**src/verilog/spectral_defines.svh**
```systemverilog
`ifndef SPECTRAL_DEFINES_SVH
`define SPECTRAL_DEFINES_SVH
// ----------------------------------------
// Mailbox registers and bus address
// ----------------------------------------
`define MBX_STATUS_OFS 2'h0
`define MBX_INBOX_OFS 2'h1
`define MBX_OUTBOX_OFS 2'h2
`define MBX_INBOX_FULL_BIT 1
`define MBX_OUTBOX_FULL_BIT 0
`define SLAVE_ADDR7 7'h49
`define VWRITE_MARK_BIT 7
// ----------------------------------------
// Virtual registers
// ----------------------------------------
`define VREG_CONTROL 7'h04
`define VREG_INTEG 7'h05
`define VREG_LED 7'h07
`define VREG_DATA_FIRST 7'h08
`define VREG_DATA_LAST 7'h13
`define CTL_TRIG_BIT 0
`define CTL_RDY_BIT 1
`define CTL_BANK_LSB 2
`define CTL_GAIN_LSB 4
`define CTL_INT_BIT 6
`define CTL_RESET 8'h00
`define INTEG_RESET 8'hFF
`define LED_RESET 8'h00
`define IND_ON_BIT 0
`define IND_CUR_LSB 1
`define SHUT_ON_BIT 3
`define SHUT_CUR_LSB 4
// ----------------------------------------
// Timing
// ----------------------------------------
`define CLK_KHZ 10000
`define INTEG_STEP_US 2800
`define BLINK_MS 500
`define EXT_RESET_MS 100
`endif

```
**src/verilog/spectral_pkg.sv**
```systemverilog
package spectral_pkg;
    typedef enum logic [1:0] {BANK_ONE, BANK_TWO, BANK_ALL, BANK_SINGLE} bank_e;
    typedef enum {CV_IDLE, CV_FIRST, CV_SECOND} conv_e;
    typedef enum {BS_IDLE, BS_ADDR, BS_WR, BS_ACK, BS_RD, BS_RACK} bus_e;
    typedef struct packed {
        logic [15:0] ch_a;
        logic [15:0] ch_b;
        logic [15:0] ch_c;
        logic [15:0] ch_d;
        logic [15:0] ch_e;
        logic [15:0] ch_f;
    } chan_set_s;
    typedef struct packed {
        logic [1:0] ind_cur;
        logic [1:0] drv_cur;
    } led_cur_s;
endpackage : spectral_pkg

```
**src/verilog/spectral_conversion_i2c_mailbox.sv**
```systemverilog
`timescale 1ns/1ps
`include "spectral_defines.svh"
// What this block does
// Group 0 fills b,c,d,e; a,f zero
// Group 1 fills a,c,d,f; others zero
// Group 2 fills all; groups 0-2 continuous
// Two banks; period at least 2.8 ms
// Ready after one or two periods
// Writing group 3 starts two conversions
// Single capture runs on trigger; cleared at ready
// Host rewrites group 3 for each capture
// Interrupt enabled: ready pulls line low
// Control register read releases interrupt
// Any result read clears ready flag
// Second result byte held after first
// Unread results: line low, data replaced
// External reset held low over 100 ms
// Indicator blinks 500 ms while programming
// LED currents selectable, outputs switchable
// Bus address 1001 001x, standard/fast
// Status at 0: inbox bit1, outbox bit0
// Inbox at 1 written, outbox at 2 read
// Address bit 7 marks virtual write
// Master polls inbox before each byte
// Virtual read address sent unmodified
// Master polls outbox full then reads
// Multi-byte values big endian
// Inbox consumed, outbox flags tracked
module spectral_conversion_i2c_mailbox import spectral_pkg::*; #(
    parameter int STEP_CYC = `INTEG_STEP_US * `CLK_KHZ / 1000,
    parameter int BLINK_CYC = `BLINK_MS * `CLK_KHZ
) (
    // Clock, reset, enable
    input wire logic clk_sys,
    input wire logic rst,
    input wire logic ce,
    // Device pins
    input wire logic ext_reset_n,
    input wire logic host_if_select,
    input wire logic prog_busy,
    // Serial bus pins
    input wire logic scl_in,
    input wire logic sda_in,
    output logic sda_out,
    output logic sda_oe_n,
    // Front end results
    input wire chan_set_s adc_data,
    // Device outputs
    output logic int_n,
    output logic indicator_led_out,
    output logic shutter_led_out,
    output led_cur_s led_cur
);
    // ----------------------------------------
    // Pin synchronisers
    // ----------------------------------------
    logic [4:0] pin_m_r, pin_s_r;
    logic scl_d_r, sda_d_r, rst_i;
    always_ff @(posedge clk_sys) begin
        if (rst) begin
            pin_m_r <= 5'h1F;
            pin_s_r <= 5'h1F;
            scl_d_r <= 1'b1;
            sda_d_r <= 1'b1;
        end else if (ce) begin
            pin_m_r <= {ext_reset_n, host_if_select, prog_busy, scl_in, sda_in};
            pin_s_r <= pin_m_r;
            scl_d_r <= pin_s_r[1];
            sda_d_r <= pin_s_r[0];
        end
    end
    // Pin level shorter than the reset time is left to the outside controller
    assign rst_i = rst | ~pin_s_r[4];
    wire scl = pin_s_r[1];
    wire sda = pin_s_r[0];
    wire scl_rise = scl & ~scl_d_r;
    wire scl_fall = ~scl & scl_d_r;
    wire bus_start = scl & scl_d_r & sda_d_r & ~sda & pin_s_r[3];
    wire bus_stop = scl & scl_d_r & ~sda_d_r & sda;

    // ----------------------------------------
    // Registers and flags
    // ----------------------------------------
    logic [7:0] ctl_r, integ_r, led_r, inbox_r, outbox_r, shadow_r, vdata;
    logic inbox_full_r, outbox_full_r, wr_pend_r, int_n_r;
    logic [6:0] wr_addr_r;
    chan_set_s res_r;
    logic [15:0] res_w [6];
    conv_e cv_r;
    bus_e bs_r;
    logic [7:0] sh_r, tx_r, stat_byte;
    logic [3:0] cnt_r;
    logic [1:0] ptr_r;
    logic rw_r, first_r, drv_r, inbox_wr, outbox_rd;
    logic [23:0] tmr_r;
    logic rdy_evt, restart;
    wire bank_e bank = bank_e'(ctl_r[`CTL_BANK_LSB +: 2]);
    assign res_w = '{res_r.ch_a, res_r.ch_b, res_r.ch_c, res_r.ch_d, res_r.ch_e, res_r.ch_f};
    assign stat_byte = {6'h00, inbox_full_r, outbox_full_r};

    // ----------------------------------------
    // Serial slave
    // ----------------------------------------
    always_ff @(posedge clk_sys) begin
        if (rst_i) begin
            bs_r <= BS_IDLE;
            sh_r <= 8'h00;
            tx_r <= 8'h00;
            cnt_r <= 4'h0;
            ptr_r <= 2'h0;
            rw_r <= 1'b0;
            first_r <= 1'b0;
            drv_r <= 1'b0;
        end else if (ce) begin
            if (bus_start) begin
                bs_r <= BS_ADDR;
                cnt_r <= 4'h0;
                drv_r <= 1'b0;
            end else if (bus_stop) begin
                bs_r <= BS_IDLE;
                drv_r <= 1'b0;
            end else begin
                unique case (bs_r)
                    BS_IDLE: begin
                    end
                    BS_ADDR, BS_WR: begin
                        if (scl_rise) begin
                            sh_r <= {sh_r[6:0], sda};
                            cnt_r <= cnt_r + 4'h1;
                        end else if (scl_fall && cnt_r == 4'h8) begin
                            if (bs_r == BS_WR) begin
                                drv_r <= 1'b1;
                                bs_r <= BS_ACK;
                                first_r <= 1'b0;
                                if (first_r) ptr_r <= sh_r[1:0];
                            end else if (sh_r[7:1] == `SLAVE_ADDR7) begin
                                drv_r <= 1'b1;
                                rw_r <= sh_r[0];
                                first_r <= ~sh_r[0];
                                bs_r <= BS_ACK;
                            end else begin
                                bs_r <= BS_IDLE;
                            end
                        end
                    end
                    BS_ACK, BS_RACK: begin
                        if (scl_rise && bs_r == BS_RACK && sda) bs_r <= BS_IDLE;
                        else if (scl_fall) begin
                            cnt_r <= 4'h0;
                            if (rw_r) begin
                                tx_r <= (ptr_r == `MBX_OUTBOX_OFS) ? outbox_r : stat_byte;
                                drv_r <= (ptr_r == `MBX_OUTBOX_OFS) ? ~outbox_r[7] : ~stat_byte[7];
                                bs_r <= BS_RD;
                            end else begin
                                drv_r <= 1'b0;
                                bs_r <= BS_WR;
                            end
                        end
                    end
                    BS_RD: begin
                        if (scl_fall) begin
                            cnt_r <= cnt_r + 4'h1;
                            tx_r <= {tx_r[6:0], 1'b0};
                            drv_r <= (cnt_r == 4'h7) ? 1'b0 : ~tx_r[6];
                            if (cnt_r == 4'h7) bs_r <= BS_RACK;
                        end
                    end
                endcase
            end
        end
    end
    // Inbox write ignored while occupied; master is meant to poll first
    assign inbox_wr = ce && bs_r == BS_WR && scl_fall && cnt_r == 4'h8 && !first_r
        && ptr_r == `MBX_INBOX_OFS && !inbox_full_r;
    assign outbox_rd = ce && (bs_r == BS_ACK || bs_r == BS_RACK) && scl_fall && rw_r
        && ptr_r == `MBX_OUTBOX_OFS;

    always_ff @(posedge clk_sys) begin
        if (rst_i) begin
            sda_out <= 1'b0;
            sda_oe_n <= 1'b1;
        end else if (ce) begin
            sda_oe_n <= ~drv_r;
        end
    end

    // ----------------------------------------
    // Virtual register engine
    // ----------------------------------------
    // Reads wait while the outbox still holds a byte, so none is overwritten
    wire consume = inbox_full_r && !outbox_full_r;
    wire vrd = consume && !wr_pend_r && !inbox_r[`VWRITE_MARK_BIT];
    wire vwr = consume && wr_pend_r;
    wire [6:0] vaddr = inbox_r[6:0];
    wire ctl_rd = vrd && vaddr == `VREG_CONTROL;
    wire data_rd = vrd && vaddr >= `VREG_DATA_FIRST && vaddr <= `VREG_DATA_LAST;
    wire hi_rd = data_rd && !vaddr[0];
    wire ctl_wr = vwr && wr_addr_r == `VREG_CONTROL;
    wire [6:0] didx = vaddr - `VREG_DATA_FIRST;

    always_comb begin
        vdata = 8'h00;
        if (vaddr == `VREG_CONTROL) vdata = {1'b0, ctl_r[6:0]};
        else if (vaddr == `VREG_INTEG) vdata = integ_r;
        else if (vaddr == `VREG_LED) vdata = led_r;
        else if (data_rd) begin
            // High byte first at the lower address; low byte from the shadow
            vdata = vaddr[0] ? shadow_r : res_w[didx[3:1]][15:8];
        end
    end

    always_ff @(posedge clk_sys) begin
        if (rst_i) begin
            inbox_r <= 8'h00;
            inbox_full_r <= 1'b0;
            outbox_r <= 8'h00;
            outbox_full_r <= 1'b0;
            wr_pend_r <= 1'b0;
            wr_addr_r <= 7'h00;
            shadow_r <= 8'h00;
        end else if (ce) begin
            if (inbox_wr) begin
                inbox_r <= sh_r;
                inbox_full_r <= 1'b1;
            end else if (consume) begin
                inbox_full_r <= 1'b0;
            end
            if (consume && !wr_pend_r && inbox_r[`VWRITE_MARK_BIT]) begin
                wr_pend_r <= 1'b1;
                wr_addr_r <= vaddr;
            end else if (vwr) begin
                wr_pend_r <= 1'b0;
            end
            if (vrd) begin
                outbox_r <= vdata;
                outbox_full_r <= 1'b1;
            end else if (outbox_rd) begin
                outbox_full_r <= 1'b0;
            end
            if (hi_rd) shadow_r <= res_w[didx[3:1]][7:0];
        end
    end

    // ----------------------------------------
    // Control, integration and LED registers
    // ----------------------------------------
    always_ff @(posedge clk_sys) begin
        if (rst_i) begin
            ctl_r <= `CTL_RESET;
            integ_r <= `INTEG_RESET;
            led_r <= `LED_RESET;
        end else if (ce) begin
            if (ctl_wr) begin
                ctl_r[7:2] <= {1'b0, inbox_r[6:2]};
                // Each write of group 3 arms a capture unless rdy_evt fires in the same cycle
                ctl_r[`CTL_TRIG_BIT] <= inbox_r[`CTL_TRIG_BIT]
                    | (inbox_r[`CTL_BANK_LSB +: 2] == 2'(BANK_SINGLE));
            end
            if (rdy_evt) begin
                ctl_r[`CTL_RDY_BIT] <= 1'b1;
                ctl_r[`CTL_TRIG_BIT] <= 1'b0;
            end else if (data_rd) begin
                ctl_r[`CTL_RDY_BIT] <= 1'b0;
            end
            if (vwr && wr_addr_r == `VREG_INTEG) integ_r <= inbox_r;
            if (vwr && wr_addr_r == `VREG_LED) led_r <= inbox_r;
        end
    end

    // ----------------------------------------
    // Conversion sequencer
    // ----------------------------------------
    wire [7:0] integ_eff = (integ_r == 8'h00) ? 8'h01 : integ_r;
    wire [23:0] period = 24'(int'(integ_eff) * STEP_CYC);
    wire tmr_end = tmr_r == 24'h000001;
    wire two_bank = bank == BANK_ALL || bank == BANK_SINGLE;
    assign restart = ctl_wr;
    assign rdy_evt = ce && tmr_end && ((cv_r == CV_FIRST && !two_bank) || cv_r == CV_SECOND);
    wire go = bank != BANK_SINGLE || ctl_r[`CTL_TRIG_BIT];

    always_ff @(posedge clk_sys) begin
        if (rst_i) begin
            cv_r <= CV_IDLE;
            tmr_r <= 24'h000000;
        end else if (ce) begin
            if (restart) begin
                cv_r <= CV_IDLE;
                tmr_r <= 24'h000000;
            end else begin
                unique case (cv_r)
                    CV_IDLE: begin
                        if (go) begin
                            cv_r <= CV_FIRST;
                            tmr_r <= period;
                        end
                    end
                    CV_FIRST, CV_SECOND: begin
                        if (!tmr_end) tmr_r <= tmr_r - 24'h000001;
                        else if (cv_r == CV_FIRST && two_bank) begin
                            cv_r <= CV_SECOND;
                            tmr_r <= period;
                        end else if (bank == BANK_SINGLE) begin
                            cv_r <= CV_IDLE;
                        end else begin
                            tmr_r <= period;
                            cv_r <= CV_FIRST;
                        end
                    end
                endcase
            end
        end
    end

    // Slot a..f: first bank b,c,d,e; second bank a,c,d,f
    wire cap1 = ce && tmr_end && cv_r == CV_FIRST && bank != BANK_TWO;
    wire cap2 = ce && tmr_end && (cv_r == CV_SECOND || (cv_r == CV_FIRST && bank == BANK_TWO));
    localparam logic [5:0] BANK1_MASK = 6'b011110;
    localparam logic [5:0] BANK2_MASK = 6'b101101;
    wire [15:0] adc_w [6] = '{adc_data.ch_a, adc_data.ch_b, adc_data.ch_c,
        adc_data.ch_d, adc_data.ch_e, adc_data.ch_f};
    logic [15:0] slot_r [6];
    genvar gi;
    generate
        for (gi = 0; gi < 6; gi++) begin : g_slot
            always_ff @(posedge clk_sys) begin
                if (rst_i) begin
                    slot_r[gi] <= 16'h0000;
                end else if ((cap1 && BANK1_MASK[5-gi]) || (cap2 && BANK2_MASK[5-gi])) begin
                    slot_r[gi] <= adc_w[gi];
                end else if (cap1 && bank == BANK_ONE) begin
                    slot_r[gi] <= 16'h0000;
                end else if (cap2 && bank == BANK_TWO) begin
                    slot_r[gi] <= 16'h0000;
                end
            end
        end
    endgenerate
    assign res_r = {slot_r[0], slot_r[1], slot_r[2], slot_r[3], slot_r[4], slot_r[5]};

    // ----------------------------------------
    // Interrupt and LEDs
    // ----------------------------------------
    logic [22:0] blink_cnt_r;
    logic blink_r;
    always_ff @(posedge clk_sys) begin
        if (rst_i) begin
            int_n_r <= 1'b1;
        end else if (ce) begin
            if (rdy_evt && ctl_r[`CTL_INT_BIT]) int_n_r <= 1'b0;
            else if (ctl_rd) int_n_r <= 1'b1;
        end
    end
    always_ff @(posedge clk_sys) begin
        if (rst_i) begin
            blink_cnt_r <= 23'h000000;
            blink_r <= 1'b0;
        end else if (ce) begin
            if (!pin_s_r[2]) begin
                blink_cnt_r <= 23'h000000;
                blink_r <= 1'b0;
            end else if (blink_cnt_r == 23'(BLINK_CYC - 1)) begin
                blink_cnt_r <= 23'h000000;
                blink_r <= ~blink_r;
            end else begin
                blink_cnt_r <= blink_cnt_r + 23'h000001;
            end
        end
    end
    always_ff @(posedge clk_sys) begin
        if (rst_i) begin
            int_n <= 1'b1;
            indicator_led_out <= 1'b0;
            shutter_led_out <= 1'b0;
            led_cur <= '0;
        end else if (ce) begin
            int_n <= int_n_r;
            // Programming owns the indicator; when done it follows the LED register on bit
            indicator_led_out <= pin_s_r[2] ? blink_r : led_r[`IND_ON_BIT];
            shutter_led_out <= led_r[`SHUT_ON_BIT];
            led_cur <= {led_r[`IND_CUR_LSB +: 2], led_r[`SHUT_CUR_LSB +: 2]};
        end
    end
endmodule : spectral_conversion_i2c_mailbox

```
**config.mk**
```make
export PLATFORM = sky130hd
export DESIGN_NAME = spectral_conversion_i2c_mailbox
export DESIGN_NICKNAME = d
export VERILOG_FILES = /design/src/verilog/spectral_pkg.sv /design/src/verilog/spectral_conversion_i2c_mailbox.sv
export VERILOG_INCLUDE_DIRS = /design/src /design/src/verilog
export SDC_FILE = /design/constraint.sdc
export NUM_CORES = 1
export LEC_CHECK = 0
export BUFFER_PORTS_ARGS = -buffer_cell sky130_fd_sc_hd__buf_2
export CAP_MARGIN = 15
export CORE_MARGIN = 2
export CORE_UTILIZATION = 45
export DETAILED_ROUTE_END_ITERATION = 6
export MAX_ROUTING_LAYER = met4
export PLACE_DENSITY_LB_ADDON = 0.15
export SLEW_MARGIN = 5
export SYNTH_ARGS = -nofsm -noshare
export SYNTH_HDL_FRONTEND = slang
export SYNTH_SLANG_ARGS = --single-unit
```
**constraint.sdc**
```tcl
create_clock -name clk_sys -period 6.85 [get_ports clk_sys]
set_clock_uncertainty 0.2 [all_clocks]
set_input_delay 2.055 -clock clk_sys [delete_from_list [all_inputs] [get_ports clk_sys]]
set_output_delay 2.055 -clock clk_sys [all_outputs]
set_load 0.01 [all_outputs]
```
## Yosys cells after proc, flatten, opt, wreduce, memory -nomap -nowiden

Memory sizes are Yosys's and may differ from the RTL's.
Index checks and enable logic that the tools add are counted.
Widths: inputs -> output; s select.

- Register bits: 214
- Memory bits (writable): 96
- Input port bits: 104
- Output and inout port bits: 9
- Word-level logic and storage cells: 356
- Memories: 1

Memory list:

| name | depth | bits a word | read ports | clocked after Yosys merged registers in | write ports | RTL line | source |
|---|---|---|---|---|---|---|---|
| slot_r | 6 | 16 | 6 | 0 | 6 | spectral_conversion_i2c_mailbox.sv:321 | `logic [15:0] slot_r [6];` |

- $add $sub $neg: 4
- $mul: 1
- Magnitude comparators: 3
- Eq/ne operators: 52
- Muxes and demuxes: 128
- Bitwise operators: 43
- Reduce and logical (&&, ||, !) cells: 89

Operators by type and width:

| operator | number |
|---|---|
| $mux 32 | 11 |
| $mux 16 | 20 |
| $eq 32x3->1 const B | 5 |
| $eq 32x2->1 const B | 4 |
| $mux 24 | 5 |
| $pmux 32 s3 | 1 |
| $eq 32x1->1 const B | 2 |
| $pmux 32 s2 | 1 |
| $mux 1 | 62 |
| $bmux 16 s3 | 1 |
| $mux 8 | 6 |
| $pmux 24 s2 | 1 |
| $mux 23 | 2 |
| $eq 7x3->1 const B | 6 |
| $logic_and 1x1->1 | 36 |
| $mux 7 | 5 |
| $eq 32x4->1 const B | 1 |
| $logic_not 32->1 | 1 |
| $reduce_and 8->1 | 4 |
| $reduce_and 2->1 | 14 |
| $eq 24x1->1 const B | 1 |
| $mux 4 | 6 |
| $ne 4x4->1 const B | 6 |
| $sub 24x1->24 const B | 1 |
| 37 further kinds | 118 |

## Depth between registers and ports, before layout

- Depth in word-level cells: 11
- Gate-level depth with buffers: 21
- Gate-level depth less buffers: 21

## Least setup slack after synthesis

OpenSTA, ideal clock, no wires.

- Path type: input to register
- From: input ce
- To: memory slot_r[2][0] (enable)
- Setup time: 0.466 ns
- Data arrival time: 5.132 ns
- Data required time: 6.184 ns
- Path slack: 1.053 ns
- Stages: 4
- Buffers on the path: 1
- Path through: inv_1 > or4_1 > buf_4 > o21ai_0

RTL lines:

| element | RTL line | source |
|---|---|---|
| start: declaration | spectral_conversion_i2c_mailbox.sv:36 | `input wire logic ce,` |
| end: declaration | spectral_conversion_i2c_mailbox.sv:321 |  |

## Final worst setup path

- From: register integ_r[6]
- To: register tmr_r[20]

- Cells in the longest elaborated chain, start to end: 8
- Elaborated cells between the ends (all ways): 9
- Those cells by class: mul: 1; mux: 7; reduce/logical: 1

Ends and longest elaborated chain:

| element | RTL line | source |
|---|---|---|
| start: declaration | spectral_conversion_i2c_mailbox.sv:84 | `logic [7:0] ctl_r, integ_r, led_r, inbox_r, outbox_r, shadow_r, vdata;` |
| start signal: assignment | spectral_conversion_i2c_mailbox.sv:250 | `` integ_r <= `INTEG_RESET; `` |
| start signal: assignment | spectral_conversion_i2c_mailbox.sv:265 | `` if (vwr && wr_addr_r == `VREG_INTEG) integ_r <= inbox_r; `` |
| $logic_not 8->1 | spectral_conversion_i2c_mailbox.sv:273 | `wire [7:0] integ_eff = (integ_r == 8'h00) ? 8'h01 : integ_r;` |
| $mux 8 (*) | spectral_conversion_i2c_mailbox.sv:273 |  |
| $mul 8x10->18 (*) | spectral_conversion_i2c_mailbox.sv:274 | `wire [23:0] period = 24'(int'(integ_eff) * STEP_CYC);` |
| $mux 24 | spectral_conversion_i2c_mailbox.sv:302 | `end else if (bank == BANK_SINGLE) begin` |
| $mux 24 | spectral_conversion_i2c_mailbox.sv:299 | `else if (cv_r == CV_FIRST && two_bank) begin` |
| $mux 24 | spectral_conversion_i2c_mailbox.sv:298 | `if (!tmr_end) tmr_r <= tmr_r - 24'h000001;` |
| $pmux 24 s2 (*) | spectral_conversion_i2c_mailbox.sv:290 | `unique case (cv_r)` |
| $mux 24 (*) | spectral_conversion_i2c_mailbox.sv:286 | `if (restart) begin` |
| end signal: assignment | spectral_conversion_i2c_mailbox.sv:294 | `tmr_r <= period;` |
| end signal: assignment | spectral_conversion_i2c_mailbox.sv:298 |  |
| end signal: assignment | spectral_conversion_i2c_mailbox.sv:301 | `tmr_r <= period;` |
| end: declaration | spectral_conversion_i2c_mailbox.sv:95 | `logic [23:0] tmr_r;` |

Mark *: on every way between the ends. The rest lies on a longest branch, timed or not. The select of a mux whose other input is x is not followed.
A chain may end at the register's enable or synchronous reset.

==> impl_metrics.tcl <==
set metrics [dict create \
    cts-resized-gates 0 \
    cts_tree "built" \
    reg2reg_from "integ_r[6]" \
    met2_usage_pct 32.4 \
    drv_cap 0 \
    rsz0062_at_grt "false" \
    ant_nets 0 \
    busiest_layer "met2" \
    synth_edf_count 96 \
    whs_endpoint "outbox_r[7]" \
    cts_buffer_depth 3 \
    portBuffers 111 \
    hp-class "register to register" \
    fin_crit_ns 5.34 \
    hold_depth 2 \
    grt_pass1_wl_mm 49.9 \
    ys_ff_latch 251 \
    synth_compound_area_share_pct 10.6 \
    grt_max_degree 85 \
    power_w 0.00341 \
    vdd_drop_max_v 0.000205 \
    vias 9902 \
    critPathArrivalTime_ns 5.53 \
    max_slew.worst_pin.slew_ns 0.999 \
    fin_util_pct 51.8 \
    area_delta_synth_final_pct 13.9 \
    synthCells 1381 \
    numCtsBuffers 28 \
    synthFlopType "dfxtp_1" \
    avgRoutedWirePerCell_um 16.4 \
    dieArea_mm2 0.0313 \
    synth_xor_area_share_pct 2.67 \
    cellLeakagePower_nw 6.20 \
    setup_viol 0 \
    finalMaxSlewViolations 0 \
    synth_nets 1561 \
    fmax_mhz 187 \
    synth-simple-area-share_pct 20.0 \
    netlist_area_mm2 0.0134 \
    die_height_um 177 \
    synth_fa_ha_area_share_pct 8.30 \
    synth_area_per_cell_um2 9.74 \
    grt_usage_pct 20.3 \
    p_per_area_mw_per_mm2 223 \
    ys_warn_count 0 \
    end_kind "register" \
    rows 63 \
    routed_wl_mm 30.8 \
    r2r_end "tmr_r[20]" \
    ctsHoldBuffers 0 \
    htreeDepth 1 \
    first_pass_iters 5 \
    place_inst 1824 \
    finalSetupTns_ns 0 \
    core_mm2 0.0296 \
    status "complete, no violations" \
    drive_gt1_share_pct 14.7 \
    place_hpwl_mm 21.4 \
    crit_fanout 7 \
    grt_pass1_vias 9600 \
    synth_mux_area_share_pct 9.46 \
    synthDistinctLibCells 65 \
    crit_type "register to register" \
    clk-insertion-delay-late_ns 0.55 \
    grtUsageMet1_pct 28.1 \
    antennaDiodeCount 0 \
    crit_required_ns 7.04 \
    route.detailed.drc 0 \
    clockRootBuffer "clkbuf_16" \
    via_per_inst 5.28 \
    start_util_pct 45.5 \
    postCtsSetupRepairBufs 0 \
    whs_ns 0.266 \
    cts.sinks 251 \
    worst_setup_path_start_kind "register" \
    r2r_slack_ns 1.51 \
    max_slew_margin_pct 33.2 \
    die_x_um 177 \
    cts.clk_slew.worst_paths_ns 0.06 \
    antenna_found_initial 0 \
    ys_seq_area_share_pct 44.5 \
    drt-initial-drc-count 552 \
    hold_violations 0 \
    met3_usage_pct 2.23 \
    worstRegToRegCells 18 \
    timing.final.crit_share_pct 78.0 \
    gp_congestion 0.840 \
    grt-ovfl-total 0 \
    async_reset_ff_share_pct 0 \
    final_nets 1645 \
    io_pins 113 \
    final_cells 1876 \
    hp-start "outbox_r[7]" \
    synth_top_family_by_area "simple AND/OR/NAND/NOR gates" \
]
==> cells in the final DEF (no fill, tap or decap), types with 29 or more instances in the layout <==
cell type | synthesis | routed
nor2_1 | 170 | 170
mux2i_1 | 72 | 72
nand3_1 | 34 | 34
ha_1 | 54 | 54
a21oi_1 | 59 | 59
dfxtp_1 | 155 | 154
buf_2 | 8 | 111
and2_1 | 104 | 104
o21ai_0 | 49 | 46
inv_1 | 73 | 73
nand2_1 | 110 | 109
edfxtp_1 | 96 | 96
clkbuf_16 | 0 | 29
==> area by class of cell <==
type	instances	area [um2]
fill	2704	14200
multi-input combinational	982	6890
sequential	251	5990
clock buffer	40	797
timing repair buffer	129	698
tap	390	488
inverter	73	274
clock inverter	11	176
==> per-layer routing <==
| metal | wire [um] | share of wire (%) |
|---|---|---|
| met2 | 13900 | 45 |
| met3 | 1100 | 3.6 |
| met4 | 591 | 1.9 |
| met1 | 15100 | 49 |
| met5 | 0 | 0 |
==> through the flow <==
| stage | worst slack (ns) | area [um2] |
|---|---|---|
| 6_report | 1.51 | 15300 |
| 5_1_grt | 1.15 | 15300 |
| 4_1_cts | 1.51 | 15300 |
| 3_5_place_dp | 1.53 | 14300 |
| 3_3_place_gp | 1.59 | 14300 |
| 2_1_floorplan | 1.05 | 13400 |
==> sequential cells by signal (all words and copies together) (netlist names), 7 cells and up <==
register / cells
sh_r: 8
ctl_r: 7
shadow_r: 8
blink_cnt_r: 23
inbox_r: 8
tx_r: 7
tmr_r: 24
slot_r: 96
wr_addr_r: 7
outbox_r: 8
integ_r: 8
led_r: 8
==> worst max-delay path by stage <==
stage	end	cells past startpoint	startpoint	slack (ns)
detailed placement	tmr_r[20]	18	integ_r[7]	1.53
global route	tmr_r[20]	18	integ_r[7]	1.15
finish	tmr_r[20]	18	integ_r[6]	1.51
CTS	tmr_r[20]	18	integ_r[7]	1.51
floorplan	slot_r[2][0]	4	ce	1.05
global placement	tmr_r[20]	18	integ_r[7]	1.59
==> cell usage after synthesis, types with 34 or more instances <==
master / n / area, um2
nand3_1: 34 / 170
mux2i_1: 72 / 721
o21ai_0: 49 / 245
dfxtp_1: 155 / 3100
ha_1: 54 / 676
nand2_1: 110 / 413
clkbuf_1: 54 / 203
nor2_1: 170 / 638
inv_1: 73 / 274
and2_1: 104 / 651
edfxtp_1: 96 / 2880
a21oi_1: 59 / 295
==> critical path: stages (launching register included) <==
cell      delay, ns
dfxtp_1        0.45
inv_1          0.12
ha_1           0.21
nand4_1        0.24
nor2b_1        0.38
inv_1          0.18
fa_1           0.51
inv_1          0.05
fa_1           0.46
fa_1           0.54
inv_1          0.04
ha_1           0.33
o21a_1         0.20
o31a_1         0.13
o21ai_0        0.35
o21ai_0        0.27
mux2i_1        0.19
o31ai_1        0.25
a211oi_1       0.10
==> power by group <==
| part | leakage [nW] | switching [W] | internal (W) | total, W |
|---|---|---|---|---|
| Combinational | 3.48 | 0.000128 | 0.0000809 | 0.000209 |
| Sequential | 2.25 | 0.0000215 | 0.00159 | 0.00161 |
| Clock | 0.475 | 0.000604 | 0.000991 | 0.00159 |
| Total | 6.20 | 0.000753 | 0.00266 | 0.00341 |
==> logic make-up after synthesis <==
kind of cell	after synthesis
adders and majority gates	76
other	1
xor gates and xnor gates	41
buffers and inverters	148
muxes	105
and+or+nand+nor	533
AOI/OAI and AO/OA	226
DFF	251
Note: power is estimated with default switching activity, not from simulation.
